## src/hdl/ptr_defines.vh

```
// constants for the regulator tuning register bank
`ifndef PTR_DEFINES_VH
`define PTR_DEFINES_VH

// ----------------------------------------------------------------
// command codes
// ----------------------------------------------------------------
`define PTR_CMD_IOUT_OFS 8'hE5
`define PTR_CMD_BOOT 8'hE6
`define PTR_CMD_RSVD 8'hE7
`define PTR_CMD_TLIM 8'hE8
`define PTR_CMD_TCOMP 8'hE9
`define PTR_CMD_OUTPUT_CURRENT_FULL_SCALE 8'hEA
`define PTR_CMD_SPUP 8'hF3

// ----------------------------------------------------------------
// register widths
// ----------------------------------------------------------------
`define PTR_W_IOUT_OFS 9
`define PTR_W_BOOT 8
`define PTR_W_RSVD 8
`define PTR_W_TLIM 7
`define PTR_W_TCOMP 6
`define PTR_W_OUTPUT_CURRENT_FULL_SCALE 8
`define PTR_W_SPUP 9

// ----------------------------------------------------------------
// bank image layout (lsb of each register)
// ----------------------------------------------------------------
`define PTR_NVM_IOUT_OFS 0
`define PTR_NVM_BOOT 9
`define PTR_NVM_RSVD 17
`define PTR_NVM_TLIM 25
`define PTR_NVM_TCOMP 32
`define PTR_NVM_OUTPUT_CURRENT_FULL_SCALE 38
`define PTR_NVM_SPUP 46
`define PTR_NVM_W 55

// ----------------------------------------------------------------
// field positions
// ----------------------------------------------------------------
`define PTR_OFS_FIELD_W 3
`define PTR_TLIM_TMAX_LSB 0
`define PTR_TLIM_IINFS_LSB 3
`define PTR_TCOMP_CODE_LSB 0
`define PTR_TCOMP_APA_LSB 4
`define PTR_SPUP_CAP_LSB 0
`define PTR_SPUP_DBAND_LSB 3
`define PTR_SPUP_K_LSB 6
`define PTR_SPUP_KDCM_BIT 8

// ----------------------------------------------------------------
// scaling constants
// ----------------------------------------------------------------
`define PTR_CURRENT_MONITOR_PIN_FS 18'h003FF
`define PTR_BOOT_BASE_10MV 12'h1EA
`define PTR_BOOT_BASE_5MV 12'h0F5
`define PTR_DBAND_STEP_MV 8'h19
`define PTR_PCT_DIV 14'h0064

`endif

```

## src/hdl/ptr_regs.v

```verilog
// tuning register bank of a multiphase regulator controller
//
// How it works
// - three 3-bit current offsets per phase count
// - offset codes 4..7 subtract four to one
// - boot code maps at 10 or 5 mV
// - boot register ignores strap-pin chosen voltage
// - temperature limit and input current scale decode
// - thermal compensation off or table offset
// - phase re-add at percent of limit
// - full scale sets current at monitor 2.5V
// - speed-up capacitance; nonzero disables frequency limiter
// - deadband 25 to 200 mV steps
// - K-factor zero to three quarters
// - bit 8 disables K-factor in discontinuous
`timescale 1ns/1ps
`default_nettype none
`include "ptr_defines.vh"

module ptr_regs #(
    parameter CURRENT_MONITOR_PIN_W = 10
) (
    input wire clk_i,
    input wire rst_i,
    // command port of the management bus
    input wire [7:0] reg_cmd_i,
    input wire reg_wr_i,
    input wire reg_rd_i,
    input wire [15:0] reg_wdata_i,
    output reg [15:0] reg_rdata_o,
    output reg reg_ack_o,
    output reg reg_nack_o,
    // bank image
    input wire nvm_load_i,
    input wire [`PTR_NVM_W-1:0] nvm_data_i,
    output reg cfg_valid_o,
    // resolution strap, asynchronous pin
    input wire vid_step_5mv_pin_i,
    // telemetry inputs
    input wire [CURRENT_MONITOR_PIN_W-1:0] current_monitor_pin_code_i,
    input wire [2:0] phase_cnt_i,
    // decoded settings
    output reg [7:0] iout_report_o,
    output reg [11:0] boot_mv_o,
    output reg [6:0] tmax_c_o,
    output reg [4:0] iin_fs_a_o,
    output reg tcomp_on_o,
    output reg signed [9:0] tcomp_dc_o,
    output reg [6:0] apa_temp_c_o,
    output reg [4:0] cap_pf_o,
    output reg flim_en_o,
    output reg [7:0] dband_mv_o,
    output reg [1:0] kq_o,
    output reg kdcm_off_o
);
    // ------------------------------------------------------------
    // storage
    // ------------------------------------------------------------
    reg [`PTR_W_IOUT_OFS-1:0] ofs_q;
    reg [`PTR_W_BOOT-1:0] boot_q;
    reg [`PTR_W_RSVD-1:0] rsvd_q;
    reg [`PTR_W_TLIM-1:0] tlim_q;
    reg [`PTR_W_TCOMP-1:0] tcomp_q;
    reg [`PTR_W_OUTPUT_CURRENT_FULL_SCALE-1:0] output_current_full_scale_q;
    reg [`PTR_W_SPUP-1:0] spup_q;
    reg step_meta_q;
    reg step_q;
    // the strap pin is not on this clock, so it passes two flops first

    // ------------------------------------------------------------
    // strap synchroniser
    // ------------------------------------------------------------
    always @(posedge clk_i or posedge rst_i) begin
        if (rst_i) begin
            step_meta_q <= 1'b0;
            step_q <= 1'b0;
        end else begin
            step_meta_q <= vid_step_5mv_pin_i;
            step_q <= step_meta_q;
        end
    end

    // ------------------------------------------------------------
    // address decode
    // ------------------------------------------------------------
    // codes outside the bank are refused with a nack
    reg hit;
    always @* begin
        case (reg_cmd_i)
            `PTR_CMD_IOUT_OFS: begin
                hit = 1'b1;
            end
            `PTR_CMD_BOOT: begin
                hit = 1'b1;
            end
            `PTR_CMD_RSVD: begin
                hit = 1'b1;
            end
            `PTR_CMD_TLIM: begin
                hit = 1'b1;
            end
            `PTR_CMD_TCOMP: begin
                hit = 1'b1;
            end
            `PTR_CMD_OUTPUT_CURRENT_FULL_SCALE: begin
                hit = 1'b1;
            end
            `PTR_CMD_SPUP: begin
                hit = 1'b1;
            end
            default: hit = 1'b0;
        endcase
    end

    // ------------------------------------------------------------
    // register writes; a bank load overrides a write in the same cycle
    // ------------------------------------------------------------
    always @(posedge clk_i or posedge rst_i) begin
        if (rst_i) begin
            ofs_q <= 9'h000;
            boot_q <= 8'h00;
            rsvd_q <= 8'h00;
            tlim_q <= 7'h00;
            tcomp_q <= 6'h00;
            output_current_full_scale_q <= 8'h00;
            spup_q <= 9'h000;
            cfg_valid_o <= 1'b0;
        end else if (nvm_load_i) begin
            ofs_q <= nvm_data_i[`PTR_NVM_IOUT_OFS +: `PTR_W_IOUT_OFS];
            boot_q <= nvm_data_i[`PTR_NVM_BOOT +: `PTR_W_BOOT];
            rsvd_q <= nvm_data_i[`PTR_NVM_RSVD +: `PTR_W_RSVD];
            tlim_q <= nvm_data_i[`PTR_NVM_TLIM +: `PTR_W_TLIM];
            tcomp_q <= nvm_data_i[`PTR_NVM_TCOMP +: `PTR_W_TCOMP];
            output_current_full_scale_q <= nvm_data_i[`PTR_NVM_OUTPUT_CURRENT_FULL_SCALE +: `PTR_W_OUTPUT_CURRENT_FULL_SCALE];
            spup_q <= nvm_data_i[`PTR_NVM_SPUP +: `PTR_W_SPUP];
            cfg_valid_o <= 1'b1;
        end else if (reg_wr_i) begin
            case (reg_cmd_i)
                `PTR_CMD_IOUT_OFS: begin
                    ofs_q <= reg_wdata_i[`PTR_W_IOUT_OFS-1:0];
                end
                `PTR_CMD_BOOT: begin
                    boot_q <= reg_wdata_i[`PTR_W_BOOT-1:0];
                end
                `PTR_CMD_RSVD: begin
                    rsvd_q <= reg_wdata_i[`PTR_W_RSVD-1:0];
                end
                `PTR_CMD_TLIM: begin
                    tlim_q <= reg_wdata_i[`PTR_W_TLIM-1:0];
                end
                `PTR_CMD_TCOMP: begin
                    tcomp_q <= reg_wdata_i[`PTR_W_TCOMP-1:0];
                end
                `PTR_CMD_OUTPUT_CURRENT_FULL_SCALE: begin
                    output_current_full_scale_q <= reg_wdata_i[`PTR_W_OUTPUT_CURRENT_FULL_SCALE-1:0];
                end
                `PTR_CMD_SPUP: begin
                    spup_q <= reg_wdata_i[`PTR_W_SPUP-1:0];
                end
                default: ofs_q <= ofs_q;
            endcase
        end
    end

    // ------------------------------------------------------------
    // read mux
    // ------------------------------------------------------------
    // unused upper bits read as zero
    reg [15:0] rdata;
    always @* begin
        case (reg_cmd_i)
            `PTR_CMD_IOUT_OFS: begin
                rdata = {7'h00, ofs_q};
            end
            // only the stored code; a strap-selected boot level is not shown here
            `PTR_CMD_BOOT: begin
                rdata = {8'h00, boot_q};
            end
            `PTR_CMD_RSVD: begin
                rdata = {8'h00, rsvd_q};
            end
            `PTR_CMD_TLIM: begin
                rdata = {9'h000, tlim_q};
            end
            `PTR_CMD_TCOMP: begin
                rdata = {10'h000, tcomp_q};
            end
            `PTR_CMD_OUTPUT_CURRENT_FULL_SCALE: begin
                rdata = {8'h00, output_current_full_scale_q};
            end
            `PTR_CMD_SPUP: begin
                rdata = {7'h00, spup_q};
            end
            default: rdata = 16'h0000;
        endcase
    end

    always @(posedge clk_i or posedge rst_i) begin
        if (rst_i) begin
            reg_rdata_o <= 16'h0000;
            reg_ack_o <= 1'b0;
            reg_nack_o <= 1'b0;
        end else begin
            reg_ack_o <= (reg_wr_i | reg_rd_i) & hit;
            reg_nack_o <= (reg_wr_i | reg_rd_i) & ~hit;
            if (reg_rd_i) begin
                reg_rdata_o <= rdata;
            end
        end
    end

    // ------------------------------------------------------------
    // decoders
    // ------------------------------------------------------------
    wire [7:0] iout_w;
    wire [6:0] tmax_w;
    wire [4:0] iin_fs_w;
    wire tcomp_on_w;
    wire signed [9:0] tcomp_dc_w;
    wire [6:0] apa_w;
    wire [4:0] cap_w;
    wire flim_w;
    wire [7:0] dband_w;
    wire [1:0] kq_w;
    wire kdcm_w;

    ptr_iout_calc #(
        .CURRENT_MONITOR_PIN_W(CURRENT_MONITOR_PIN_W)
    ) u_iout (
        .current_monitor_pin_i(current_monitor_pin_code_i),
        .output_current_full_scale_i(output_current_full_scale_q),
        .phase_cnt_i(phase_cnt_i),
        .ofs_i(ofs_q),
        .iout_o(iout_w)
    );

    ptr_tune_decode u_dec (
        .tlim_i(tlim_q),
        .tcomp_i(tcomp_q),
        .spup_i(spup_q),
        .tmax_c_o(tmax_w),
        .iin_fs_a_o(iin_fs_w),
        .tcomp_on_o(tcomp_on_w),
        .tcomp_dc_o(tcomp_dc_w),
        .apa_temp_c_o(apa_w),
        .cap_pf_o(cap_w),
        .flim_en_o(flim_w),
        .dband_mv_o(dband_w),
        .kq_o(kq_w),
        .kdcm_off_o(kdcm_w)
    );

    // ------------------------------------------------------------
    // boot voltage in millivolts
    // ------------------------------------------------------------
    // code zero keeps the rail at zero volts in either resolution
    reg [11:0] boot_mv;
    always @* begin
        if (boot_q == 8'h00) begin
            boot_mv = 12'h000;
        end else if (step_q) begin
            boot_mv = `PTR_BOOT_BASE_5MV + ({4'h0, boot_q} * 12'h005);
        end else begin
            boot_mv = `PTR_BOOT_BASE_10MV + ({4'h0, boot_q} * 12'h00A);
        end
    end

    // ------------------------------------------------------------
    // registered settings outputs
    // ------------------------------------------------------------
    always @(posedge clk_i or posedge rst_i) begin
        if (rst_i) begin
            iout_report_o <= 8'h00;
            boot_mv_o <= 12'h000;
            tmax_c_o <= 7'h00;
            iin_fs_a_o <= 5'h00;
            tcomp_on_o <= 1'b0;
            tcomp_dc_o <= 10'sd0;
            apa_temp_c_o <= 7'h00;
            cap_pf_o <= 5'h00;
            flim_en_o <= 1'b1;
            dband_mv_o <= 8'h00;
            kq_o <= 2'h0;
            kdcm_off_o <= 1'b0;
        end else begin
            // one flop behind the registers, so a write shows a cycle later
            iout_report_o <= iout_w;
            boot_mv_o <= boot_mv;
            tmax_c_o <= tmax_w;
            iin_fs_a_o <= iin_fs_w;
            tcomp_on_o <= tcomp_on_w;
            tcomp_dc_o <= tcomp_dc_w;
            apa_temp_c_o <= apa_w;
            cap_pf_o <= cap_w;
            flim_en_o <= flim_w;
            dband_mv_o <= dband_w;
            kq_o <= kq_w;
            kdcm_off_o <= kdcm_w;
        end
    end
endmodule // ptr_regs
`default_nettype wire

```

## src/hdl/ptr_iout_calc.v

```verilog
// reported output current: full-scale scaling plus per-phase-count offset
`timescale 1ns/1ps
`default_nettype none
`include "ptr_defines.vh"

module ptr_iout_calc #(
    parameter CURRENT_MONITOR_PIN_W = 10
) (
    input wire [CURRENT_MONITOR_PIN_W-1:0] current_monitor_pin_i,
    input wire [7:0] output_current_full_scale_i,
    input wire [2:0] phase_cnt_i,
    input wire [8:0] ofs_i,
    output reg [7:0] iout_o
);
    // ------------------------------------------------------------
    // scaling
    // ------------------------------------------------------------
    wire [17:0] prod;
    wire [17:0] quot;
    assign prod = {{(18-CURRENT_MONITOR_PIN_W){1'b0}}, current_monitor_pin_i} * {10'h000, output_current_full_scale_i};
    assign quot = prod / `PTR_CURRENT_MONITOR_PIN_FS;

    // ------------------------------------------------------------
    // offset fields as signed counts
    // ------------------------------------------------------------
    wire signed [2:0] ofs_s [0:2];
    genvar g;
    generate
        for (g = 0; g < 3; g = g + 1) begin : g_ofs
            assign ofs_s[g] = $signed(ofs_i[g*3 +: 3]);
        end
    endgenerate

    reg signed [2:0] sel;
    reg signed [9:0] sum;
    always @* begin
        if (phase_cnt_i <= 3'h1) begin
            sel = ofs_s[0];
        end else if (phase_cnt_i == 3'h2) begin
            sel = ofs_s[1];
        end else begin
            sel = ofs_s[2];
        end
        sum = $signed({2'b00, quot[7:0]}) + sel;
        if (sum < 0) begin
            iout_o = 8'h00;
        end else if (sum > $signed(10'h0FF)) begin
            iout_o = 8'hFF;
        end else begin
            iout_o = sum[7:0];
        end
    end
endmodule // ptr_iout_calc
`default_nettype wire

```

## src/hdl/ptr_tune_decode.v

```verilog
// decodes thermal and transient tuning codes into physical settings
`timescale 1ns/1ps
`default_nettype none
`include "ptr_defines.vh"

module ptr_tune_decode (
    input wire [6:0] tlim_i,
    input wire [5:0] tcomp_i,
    input wire [8:0] spup_i,
    output reg [6:0] tmax_c_o,
    output reg [4:0] iin_fs_a_o,
    output reg tcomp_on_o,
    output reg signed [9:0] tcomp_dc_o,
    output reg [6:0] apa_temp_c_o,
    output reg [4:0] cap_pf_o,
    output reg flim_en_o,
    output reg [7:0] dband_mv_o,
    output reg [1:0] kq_o,
    output reg kdcm_off_o
);
    reg [6:0] pct;
    reg [13:0] prod;
    reg [13:0] thr;
    reg [2:0] cap;
    reg [2:0] db;
    always @* begin
        // --------------------------------------------------------
        // temperature limit and input current scale
        // --------------------------------------------------------
        case (tlim_i[`PTR_TLIM_TMAX_LSB +: 3])
            3'h0: tmax_c_o = 7'h64;
            3'h1: tmax_c_o = 7'h69;
            3'h2: tmax_c_o = 7'h6E;
            3'h3: tmax_c_o = 7'h73;
            3'h4: tmax_c_o = 7'h78;
            3'h5: tmax_c_o = 7'h55;
            3'h6: tmax_c_o = 7'h5A;
            default: tmax_c_o = 7'h5F;
        endcase
        case (tlim_i[`PTR_TLIM_IINFS_LSB +: 3])
            3'h0: iin_fs_a_o = 5'h1F;
            3'h1: iin_fs_a_o = 5'h0F;
            3'h2: iin_fs_a_o = 5'h07;
            3'h3: iin_fs_a_o = 5'h03;
            default: iin_fs_a_o = 5'h01;
        endcase
        // --------------------------------------------------------
        // thermal compensation, tenths of a degree
        // --------------------------------------------------------
        tcomp_on_o = (tcomp_i[`PTR_TCOMP_CODE_LSB +: 4] != 4'h0);
        case (tcomp_i[`PTR_TCOMP_CODE_LSB +: 4])
            4'h1: tcomp_dc_o = -10'sd25;
            4'h2: tcomp_dc_o = 10'sd0;
            4'h3: tcomp_dc_o = 10'sd25;
            4'h4: tcomp_dc_o = 10'sd50;
            4'h5: tcomp_dc_o = 10'sd70;
            4'h6: tcomp_dc_o = 10'sd100;
            4'h7: tcomp_dc_o = 10'sd130;
            4'h8: tcomp_dc_o = 10'sd160;
            4'h9: tcomp_dc_o = 10'sd189;
            4'hA: tcomp_dc_o = 10'sd216;
            4'hB: tcomp_dc_o = 10'sd243;
            4'hC: tcomp_dc_o = 10'sd270;
            4'hD: tcomp_dc_o = 10'sd297;
            4'hE: tcomp_dc_o = 10'sd324;
            4'hF: tcomp_dc_o = 10'sd351;
            default: tcomp_dc_o = 10'sd0;
        endcase
        // --------------------------------------------------------
        // phase re-add threshold as percent of limit
        // --------------------------------------------------------
        case (tcomp_i[`PTR_TCOMP_APA_LSB +: 2])
            2'h0: pct = 7'h4B;
            2'h1: pct = 7'h52;
            2'h2: pct = 7'h5B;
            default: pct = 7'h64;
        endcase
        prod = {7'h00, tmax_c_o} * {7'h00, pct};
        thr = prod / `PTR_PCT_DIV;
        apa_temp_c_o = thr[6:0];
        // --------------------------------------------------------
        // transient speed-up
        // --------------------------------------------------------
        cap = spup_i[`PTR_SPUP_CAP_LSB +: 3];
        if (cap == 3'h7) begin
            cap_pf_o = 5'h10;
        end else begin
            cap_pf_o = {1'b0, cap, 1'b0};
        end
        flim_en_o = (cap == 3'h0);
        db = spup_i[`PTR_SPUP_DBAND_LSB +: 3];
        dband_mv_o = ({5'h00, db} + 8'h01) * `PTR_DBAND_STEP_MV;
        kq_o = spup_i[`PTR_SPUP_K_LSB +: 2];
        kdcm_off_o = spup_i[`PTR_SPUP_KDCM_BIT];
    end
endmodule // ptr_tune_decode
`default_nettype wire

```

## config.mk

```make
export PLATFORM = sky130hd
export DESIGN_NAME = ptr_regs
export DESIGN_NICKNAME = d
export VERILOG_FILES = /design/src/hdl/ptr_regs.v /design/src/hdl/ptr_iout_calc.v /design/src/hdl/ptr_tune_decode.v
export VERILOG_INCLUDE_DIRS = /design/src /design/src/hdl
export SDC_FILE = /design/constraint.sdc
export NUM_CORES = 1
export LEC_CHECK = 0
export ABC_AREA = 1
export BUFFER_PORTS_ARGS = -buffer_cell sky130_fd_sc_hd__buf_2
export CAP_MARGIN = 20
export CORE_MARGIN = 10
export CORE_UTILIZATION = 25
export CTS_CLUSTER_SIZE = 12
export DETAILED_ROUTE_END_ITERATION = 10
export PLACE_DENSITY = 0.46
export SYNTH_ARGS = -nofsm -noshare
export SYNTH_HDL_FRONTEND = slang
export SYNTH_HIERARCHICAL = 1
export SYNTH_SLANG_ARGS = --single-unit
```

## constraint.sdc

```tcl
create_clock -name clk_i -period 11.62 [get_ports clk_i]
set_clock_uncertainty 0.05 [all_clocks]
set_input_delay 1.743 -clock clk_i [delete_from_list [all_inputs] [get_ports clk_i]]
set_output_delay 1.743 -clock clk_i [all_outputs]
set_load 0.01 [all_outputs]
```

# ---- Word-level counts from Yosys, hierarchy flattened
# Memories as Yosys holds them, arrays and structs flattened. A register that Yosys moved wholly into a read port is not among the register bits.
# Cells that the tools add are included.
# Widths: inputs -> output; s select.
dict set report totals {
  ff_bits 133
  rom_bits 160
  in_bits 98
  output_inout_bits 86
  elab_cells 118
  n_memories 1
}
dict set report classes {
  addsub 4
  multipliers 5
  div_mod_pow 2
  magnitude_cmp 3
  eq_ne 20
  muxes 33
  n_bitwise 4
  reduce_logical 22
}
# memory words width read_ports rd_ports_with_merged_regs wr line_no
set memory_table {}
lappend memory_table {{(name not given)} 16 10 1 1 0 ptr_tune_decode.v:51} ;# case (tcomp_i[`PTR_TCOMP_CODE_LSB +: 4])
# operator count
set op_table {}
lappend op_table {{$mux 8} 11}
lappend op_table {{$pmux 9 s7} 1}
lappend op_table {{$eq 8x8->1 const B} 7}
lappend op_table {{$mux 9} 6}
lappend op_table {{$pmux 6 s7} 1}
lappend op_table {{$mux 12} 2}
lappend op_table {{$mul 8x3->11 const B} 2}
lappend op_table {{$mux 7} 3}
lappend op_table {{$pmux 5 s4} 1}
lappend op_table {{$div 18x10->18 const B} 1}
lappend op_table {{$mul 10x8->18} 1}
lappend op_table {{$mux 6} 3}
lappend op_table {{$pmux 6 s3} 1}
lappend op_table {{$reduce_bool 2->1} 8}
lappend op_table {{$eq 3x2->1 const B} 5}
lappend op_table {{$div 14x7->14 const B} 1}
lappend op_table {{$mul 7x7->14} 1}
lappend op_table {{$reduce_and 2->1} 7}
lappend op_table {{$add 8x11->12 const A} 1}
lappend op_table {{$add 9x12->12 const A} 1}
lappend op_table {{$eq 3x3->1 const B} 4}
lappend op_table {{$add 9x3->10} 1}
lappend op_table {{$gt 10x9->1 const B} 1}
lappend op_table {{$lt 10x1->1 const B} 1}
lappend op_table {{17 further kinds} 22}

# ---- Logic depth before layout (Yosys ltp)
# Gate-level depths: netlist of the first run.
dict set report logic_depth {
  depth_word 7
  mapped_depth 86
  mapped_depth_nobuf 84
}

# ---- Modules after synthesis
# The synthesis of the first run kept the hierarchy.
# mod instances cells_each area_each_um2 seq_area_each_um2
set by_module_without_submodules {}
lappend by_module_without_submodules {ptr_regs 1 689 6347.3 3404.5}
lappend by_module_without_submodules {ptr_iout_calc 1 1084 6020.8 0.0}
lappend by_module_without_submodules {ptr_tune_decode 1 547 3370.7 0.0}

# ---- Worst setup path before layout of the first run
# Ideal clock, no wire load.
dict set report synth_path {
  path_type {input to register}
  startpoint {in current_monitor_pin_code_i[4]}
  endpoint {reg iout_report_o[0]}
  setup_ps 142
  arrival_ps 11472
  required_time_ps 11428
  slack_ps -44
  stages 78
  path_buffers 3
  path_cell_list {clkbuf_1 > nand2_1 > inv_1 > fa_1 > inv_1 > fa_1 > inv_1 > fa_1 > inv_1 > fa_1 > inv_1 > ha_1 > nand2_1 > inv_1 > nand2_1 > nand2_1 > a21oi_1 > nand2_1 > (+42 left out) > nand3_2 > nor2_2 > nand3_2 > nand2_2 > inv_2 > o21ai_0 > nand3_1 > nand3_1 > ha_1 > inv_1 > fa_1 > o21ai_0 > a21oi_1 > o21ai_0 > a21o_1 > a21oi_1 > o21ai_1 > a21oi_1}
}
dict set report synth_via {
  elab_chain_cells 6
  word_cells_on_any_way 7
  classes_between {add/sub: 1; mul: 1; div: 1; order compare: 2; mux: 2}
}
# item line_no
set synth_lines {}
lappend synth_lines {{start, declared} ptr_regs.v:40} ;# input wire [CURRENT_MONITOR_PIN_W-1:0] current_monitor_pin_code_i,
lappend synth_lines {{$mul 10x8->18 *} ptr_iout_calc.v:20} ;# assign prod = {{(18-CURRENT_MONITOR_PIN_W){1'b0}}, current_monitor_pin_i} * {10'h000, output_current_full_scal ...
lappend synth_lines {{$div 18x10->18 (no line) *} n/a}
lappend synth_lines {{$add 9x3->10 *} ptr_iout_calc.v:44} ;# sum = $signed({2'b00, quot[7:0]}) + sel;
lappend synth_lines {{$gt 10x9->1} ptr_iout_calc.v:47} ;# end else if (sum > $signed(10'h0FF)) begin
lappend synth_lines {{$mux 8} ptr_iout_calc.v:47}
lappend synth_lines {{$mux 8 *} ptr_iout_calc.v:45} ;# if (sum < 0) begin
lappend synth_lines {{via iout_w[0]} ptr_regs.v:215} ;# wire [7:0] iout_w;
lappend synth_lines {{end signal, assigned} ptr_regs.v:287} ;# iout_report_o <= iout_w;
lappend synth_lines {{end, declared} ptr_regs.v:43} ;# output reg [7:0] iout_report_o,
# Mark *: on every way through the listed nets, which the timed path passes. The rest lies on a longest branch.
# A chain may end at the register's enable or synchronous reset.

# ---- Final worst setup path of the first run
dict set report layout_path {
  startpoint {in current_monitor_pin_code_i[4]}
  endpoint {reg iout_report_o[2]}
}
# The elaborated chain is that of the path after synthesis.

==> results.yml, run 1 <==
status:
  outcome: "finished, final reports clean"
sta:
  tightest_slew_ps: 998.3
  finalHoldViolations: 0
  finalSetupViolations: 0
  fin_crit_sh_pct: 96.24
  rsz0062_at_grt: "yes"
  slew_violations: 0
  final.min_clock_period_ps: 11180
  relSlewSlack_pct: 32.93
  setup_tns_ps: 0
  timing.fmax_mhz: 89.42
  holdWs_ps: 312.1
synthesis:
  yosysSeqAreaShare_pct: 21.63
  syn-instance-count: 2320
  async_flop_share_pct: 100.0
  synth_cell_type_count: 61
  yosys_warnings: 6
  ys.flop_type: "dfrtp_1"
  synth-edff-count: 0
  syn_area_per_cell_um2: 6.784
  synth-seq-cells: 136
  synth.top_cells.by_area: "dfrtp_1 21%, nand2_1 18%, inv_1 10%"
  syn_area_um2: 15740
  yosys.area.top_type_share_pct: 21.46
  synth.largest_area_cell: "dfrtp_1"
worst_setup_path:
  worst_path_max_delay_cell: "fa_1"
  worst-setup-path-type: "in -> reg"
  rr_worst_depth: 80
  required_ps: 11940
  crit_fanout: 8
  worstPathArrival_ps: 11510
  worstSetupEndpointType: "flip-flop"
  path_common_cell: "nand2_2"
  r2r_slack_ps: 1130
  start_kind: "input pin"
  r2r_end: "iout_report_o[2]"
  slowest_delay_ps: 580
  reg2reg_from: "output_current_full_scale_q[7]"
routing:
  viasPerCell: 4.425
  wire_per_inst_um: 14.89
  routed_wl_mm: 52.93
  vias: 15730
  first_pass_iters: 5
  ant_nets: 0
  drtIter0Drc: 858
  drc_errors: 0
cts:
  htree_num_levels: 4
  clk_latency_ps: 440
  cts_root_buf: "clkbuf_16"
  clock_sinks: 136
  cts_tree: "yes"
  clock_path_buffers: 2
  postCtsHoldBufs: 0
  cts.clk_slew.worst_paths_ps: 60
  numCtsBuffers: 17
place:
  gp_congestion: 0.8726
  dp_hpwl_mm: 43.44
  numPortBuffers: 169
floorplanning:
  dieArea_um2: 73390
  dieHeight_um: 270.9
  start_util_pct: 25.36
  core_um2: 62050
  die_w_um: 270.9
  fp-row-count: 91
  io_pins: 184
hold_path:
  min_to: "step_q"
  min_path_type: "reg -> reg"
  min_from: "step_meta_q"
  whs_path_depth: 0
grt:
  grtUsageTotal_pct: 14.22
  grt_max_degree: 84
  antenna_found_initial: 0
  grt_pass1_wl_mm: 84.49
  grt_overflow: 0
  grt_pass1_vias: 15610
finish:
  layout.nets: 2999
  drive_gt1_share_pct: 30.60
  fin_util_pct: 33.63
  area_growth_pct: 32.59
flow_run:
  max-cap-violations: 0
## worst max-delay path by stage
| stage | from | to | slack [ps] |
|---|---|---|---|
| floorplan | current_monitor_pin_code_i[4] | iout_report_o[0] | 50 |
| global placement | current_monitor_pin_code_i[4] | iout_report_o[7] | -1060 |
| detailed placement | current_monitor_pin_code_i[4] | iout_report_o[2] | -1290 |
| CTS | current_monitor_pin_code_i[4] | iout_report_o[4] | 20 |
| global route | current_monitor_pin_code_i[5] | iout_report_o[4] | -220 |
| finish | current_monitor_pin_code_i[4] | iout_report_o[2] | 440 |
## layout make-up
class / count / area (µm²)
well taps: 837 / 1047
multi-input cells: 1679 / 11340
clock buffers: 22 / 474.2
flip-flops and latches: 136 / 3405
repair buffers: 402 / 2714
inverters: 467 / 1765
clock inverters: 10 / 118.9
diodes: 1 / 2.502
fillers: 6671 / 41190
## synthesized netlist by cell type (2+ instances only)
master    count
nand2_1     746
inv_1       434
dfrtp_1     135
nor2_1      128
nand3_1     125
ha_1        122
fa_1         76
o211ai_1     67
a21oi_1      54
nand2_2      50
o21ai_0      45
clkbuf_1     32
inv_2        31
nand4_1      27
nor2_2       24
o21ai_1      23
nand3_2      20
xor2_1       17
buf_4        13
nand2_4      13
nor3_1       13
xnor2_1      13
nand3b_1     10
nor2_4       10
o21bai_1     10
or2_2         8
a31oi_1       6
and2_1        6
nand3_4       5
nand4_2       5
a21o_1        4
o22ai_1       4
a21oi_2       3
buf_6         3
conb_1        3
o21ai_2       3
o311ai_0      3
a21boi_0      2
clkinv_1      2
nor3_2        2
or2_1         2
or2_4         2
## cell families after synthesis
| kind of cell | share of synthesized area, % |
|---|---|
| AOI/OAI and AO/OA | 9.429 |
| xor gates and xnor gates | 1.669 |
| adders and majority gates | 19.37 |
| buffers and inverters | 12.77 |
| DFF | 21.63 |
| other | 0.07154 |
| and+or+nand+nor | 35.07 |
## critical path: cells and delay by family
family / cells / cell delay [ps]
AO/OA/AOI/OAI: 9 / 1140
adder cells (fa/ha/maj): 7 / 2490
buffers and inverters: 15 / 1530
AND/OR/NAND/NOR: 52 / 4630
## registers in the layout, indices dropped and copies added, names as in the netlist, 8 cells and up
register                     count
ofs_q                            9
boot_q                           8
output_current_full_scale_q      8
boot_mv_o                       12
reg_rdata_o                      9
dband_mv_o                       8
tcomp_dc_o                      10
rsvd_q                           8
iout_report_o                    8
spup_q                           9
## stage by stage
step,area [µm²],cells,worst slack (ps)
after floorplan,15780,2329,45.06
after global placement,18950,3487,-1062
after detailed placement,18950,3487,-1290
after CTS,19880,3534,16.23
after global routing,20870,3553,-217.4
final,20870,3554,437.1
## cells in the final DEF (no fill, tap or decap), drive strengths merged, types with 12 or more instances in the layout
cell type  count
inv          466
or2           12
o211ai        67
nand2        811
conb          12
clkbuf        22
fa            76
o21ai         72
dfrtp        135
a21oi         58
ha           122
xnor2         13
nand4         33
nor2         163
nand3        150
nor3          16
xor2          17
buf          402
## metal layers
layer | up-vias | track usage [%] | wire length (µm) | part of all wire (%)
li1 | 7953 | - | - | -
met1 | 7448 | 18.73 | 24510 | 46
met2 | 282 | 24.28 | 25730 | 49
met3 | 43 | 2.020 | 1940 | 3.7
met4 | 0 | 2.882 | 754 | 1.4
met5 | - | 0 | 0 | 0
## repair_timing
item                       in CTS  in global routing
pin swaps                      29                128
cloned                          1                  1
setup endpoints to repair       8                  8
setup buffers                  14                 25
gates resized for setup        52                250
Power of run 1 is left out: the tool's default activity adds up to more than one toggle a clock period on the data nets, which glitch-free logic cannot reach.
==> inputs of run 2 (changes only) <==
Settings changed: ABC_AREA 1 to 0.
==> results.yml, run 2 <==
synthesis:
  syn_area_um2: 15620
  synth.largest_area_cell: "dfrtp_1"
  ys.flop_type: "dfrtp_1"
  syn_area_per_cell_um2: 8.644
  synth.top_cells.by_area: "dfrtp_1 22%, ha_1 9.8%, fa_1 9.7%"
  synth-seq-cells: 136
  yosys.area.top_type_share_pct: 21.63
  synth-edff-count: 0
  yosysSeqAreaShare_pct: 21.80
  yosys_warnings: 6
  async_flop_share_pct: 100.0
  netlist_top_cells_count: "171 x nand2_1, 167 x inv_1, 135 x dfrtp_1"
  synth_cell_type_count: 131
  synth.most_common_cell: "nand2_1"
  syn-instance-count: 1807
sta:
  final.min_clock_period_ps: 12480
  finalSetupViolations: 8
  setup_ws_ps: -856.6
  setup_tns_ps: -6766
  finalHoldViolations: 0
  fin_crit_sh_pct: 107.4
  timing.fmax_mhz: 80.15
  slew_violations: 0
  rsz0062_at_grt: "yes"
  relSlewSlack_pct: 31.31
  tightest_slew_ps: 1030
grt:
  grt_overflow: 0
  grtUsageTotal_pct: 14.59
  grt_max_degree: 112
  antenna_found_initial: 2
  grt_pass1_wl_mm: 86.77
  grt_pass1_vias: 15570
worst_setup_path:
  worstPathArrival_ps: 12810
  worst-setup-path-type: "in -> reg"
  crit_fanout: 8
  required_ps: 11960
  slowest_delay_ps: 560
  worst_path_max_delay_cell: "or4_4"
  r2r_slack_ps: -30
  worstSetupEndpointType: "flip-flop"
  start_kind: "input pin"
place:
  placedCellCount: 3042
  dp_hpwl_mm: 43.40
  numPortBuffers: 169
  gp_congestion: 0.8624
cts:
  clk_latency_ps: 440
  numCtsBuffers: 17
  postCtsHoldBufs: 0
  cts.clk_slew.worst_paths_ps: 70
  clock_sinks: 136
  htree_num_levels: 4
  cts_root_buf: "clkbuf_16"
  cts_tree: "yes"
  clock_path_buffers: 2
routing:
  routed_wl_mm: 53.91
  drtIter0Drc: 926
  first_pass_iters: 9
  wire_per_inst_um: 17.37
  viasPerCell: 4.870
  drc_errors: 0
  vias: 15110
  ant_nets: 0
floorplanning:
  dieArea_um2: 72880
  io_pins: 184
  start_util_pct: 25.26
  dieHeight_um: 270.0
  fp-row-count: 91
  core_um2: 61830
  die_w_um: 270.0
finish:
  largestRegisters: "boot_mv_o (12), tcomp_dc_o (10)"
  layout.nets: 2548
  drive_gt1_share_pct: 32.63
  regMostFlops: "boot_mv_o"
  layout_commonest_cell: "buf_4"
  fin_cells: 3103
  area_growth_pct: 34.40
  largest_reg_flops: 12
  mostFrequentLayoutCells: "303 x buf_4, 166 x nand2_1, 161 x buf_2"
hold_path:
  min_path_type: "reg -> reg"
status:
  outcome: "finished, violations left"
  violations: "negative setup slack"
flow_run:
  max-cap-violations: 0
-- run 2: worst paths after layout --
check / start / end / cells after the start
worst min-delay path: step_meta_q / step_q / 0
worst min register to register: step_meta_q / step_q / 0
min in group asynchronous: rst_i / cap_pf_o[0] / 2
worst max register to register: output_current_full_scale_q[3] / iout_report_o[3] / 47
max in group asynchronous: rst_i / rsvd_q[0] / 3
worst max-delay path: current_monitor_pin_code_i[6] / iout_report_o[3] / 50
-- run 2: layout make-up --
type	instances	area [µm²]
Fill cell	6431	40830
Multi-Input combinational cell	1452	12070
Sequential cell	136	3405
Timing Repair Buffer	477	3248
Tap cell	837	1047
Inverter	168	635.6
Clock buffer	20	466.7
Clock inverter	12	116.4
Antenna cell	1	2.502
-- run 2: metal layers --
layer  up-vias  part of all wire, %  GRT usage [%]
met2       293                   47          24.37
met1      7434                   47          19.58
met3        41                  3.9          2.372
li1       7343                    -              -
met5         -                    0              0
met4         0                  1.4          2.779
-- run 2: logic make-up (layout without fill, tap and decap cells) --
group | after synthesis | after routing | synth area share [%]
xor gates and xnor gates | 76 | 76 | 4.261
and+or+nand+nor | 600 | 600 | 20.35
AOI/OAI and AO/OA | 484 | 484 | 22.44
muxes | 80 | 80 | 5.255
other | 3 | 13 | 0.07209
adders and majority gates | 200 | 200 | 19.65
DFF | 136 | 136 | 21.80
buffers and inverters | 228 | 677 | 6.184
-- run 2: critical path, delay by kind of cell --
kind | cells | cell delay (ps)
AOI/OAI and AO/OA | 17 | 3570
xor gates and xnor gates | 1 | 140
adders and majority gates | 9 | 3300
buffers and inverters | 8 | 570
muxes | 1 | 230
and+or+nand+nor | 14 | 3230
-- run 2: through the flow --
step           area (µm²)  setup slack (ps)  util (%)  hold slack, ps
3_3_place_gp        19470             -1632     31.49           326.9
5_1_grt             20990             -1310     33.96           346.2
3_5_place_dp        19470             -1634     31.49           303.6
6_report            20990            -856.6     33.96           342.1
4_1_cts             20450            -755.3     33.08           339.1
2_1_floorplan       15800             -1019         -           281.2
-- run 2: timing repair --
action,4_1_cts,5_1_grt
pin swaps,48,67
resized for setup,69,82
buffers inserted,11,18
setup endpoints to repair,8,8
cloned,0,0
Power of run 2 is left out for the same reason.
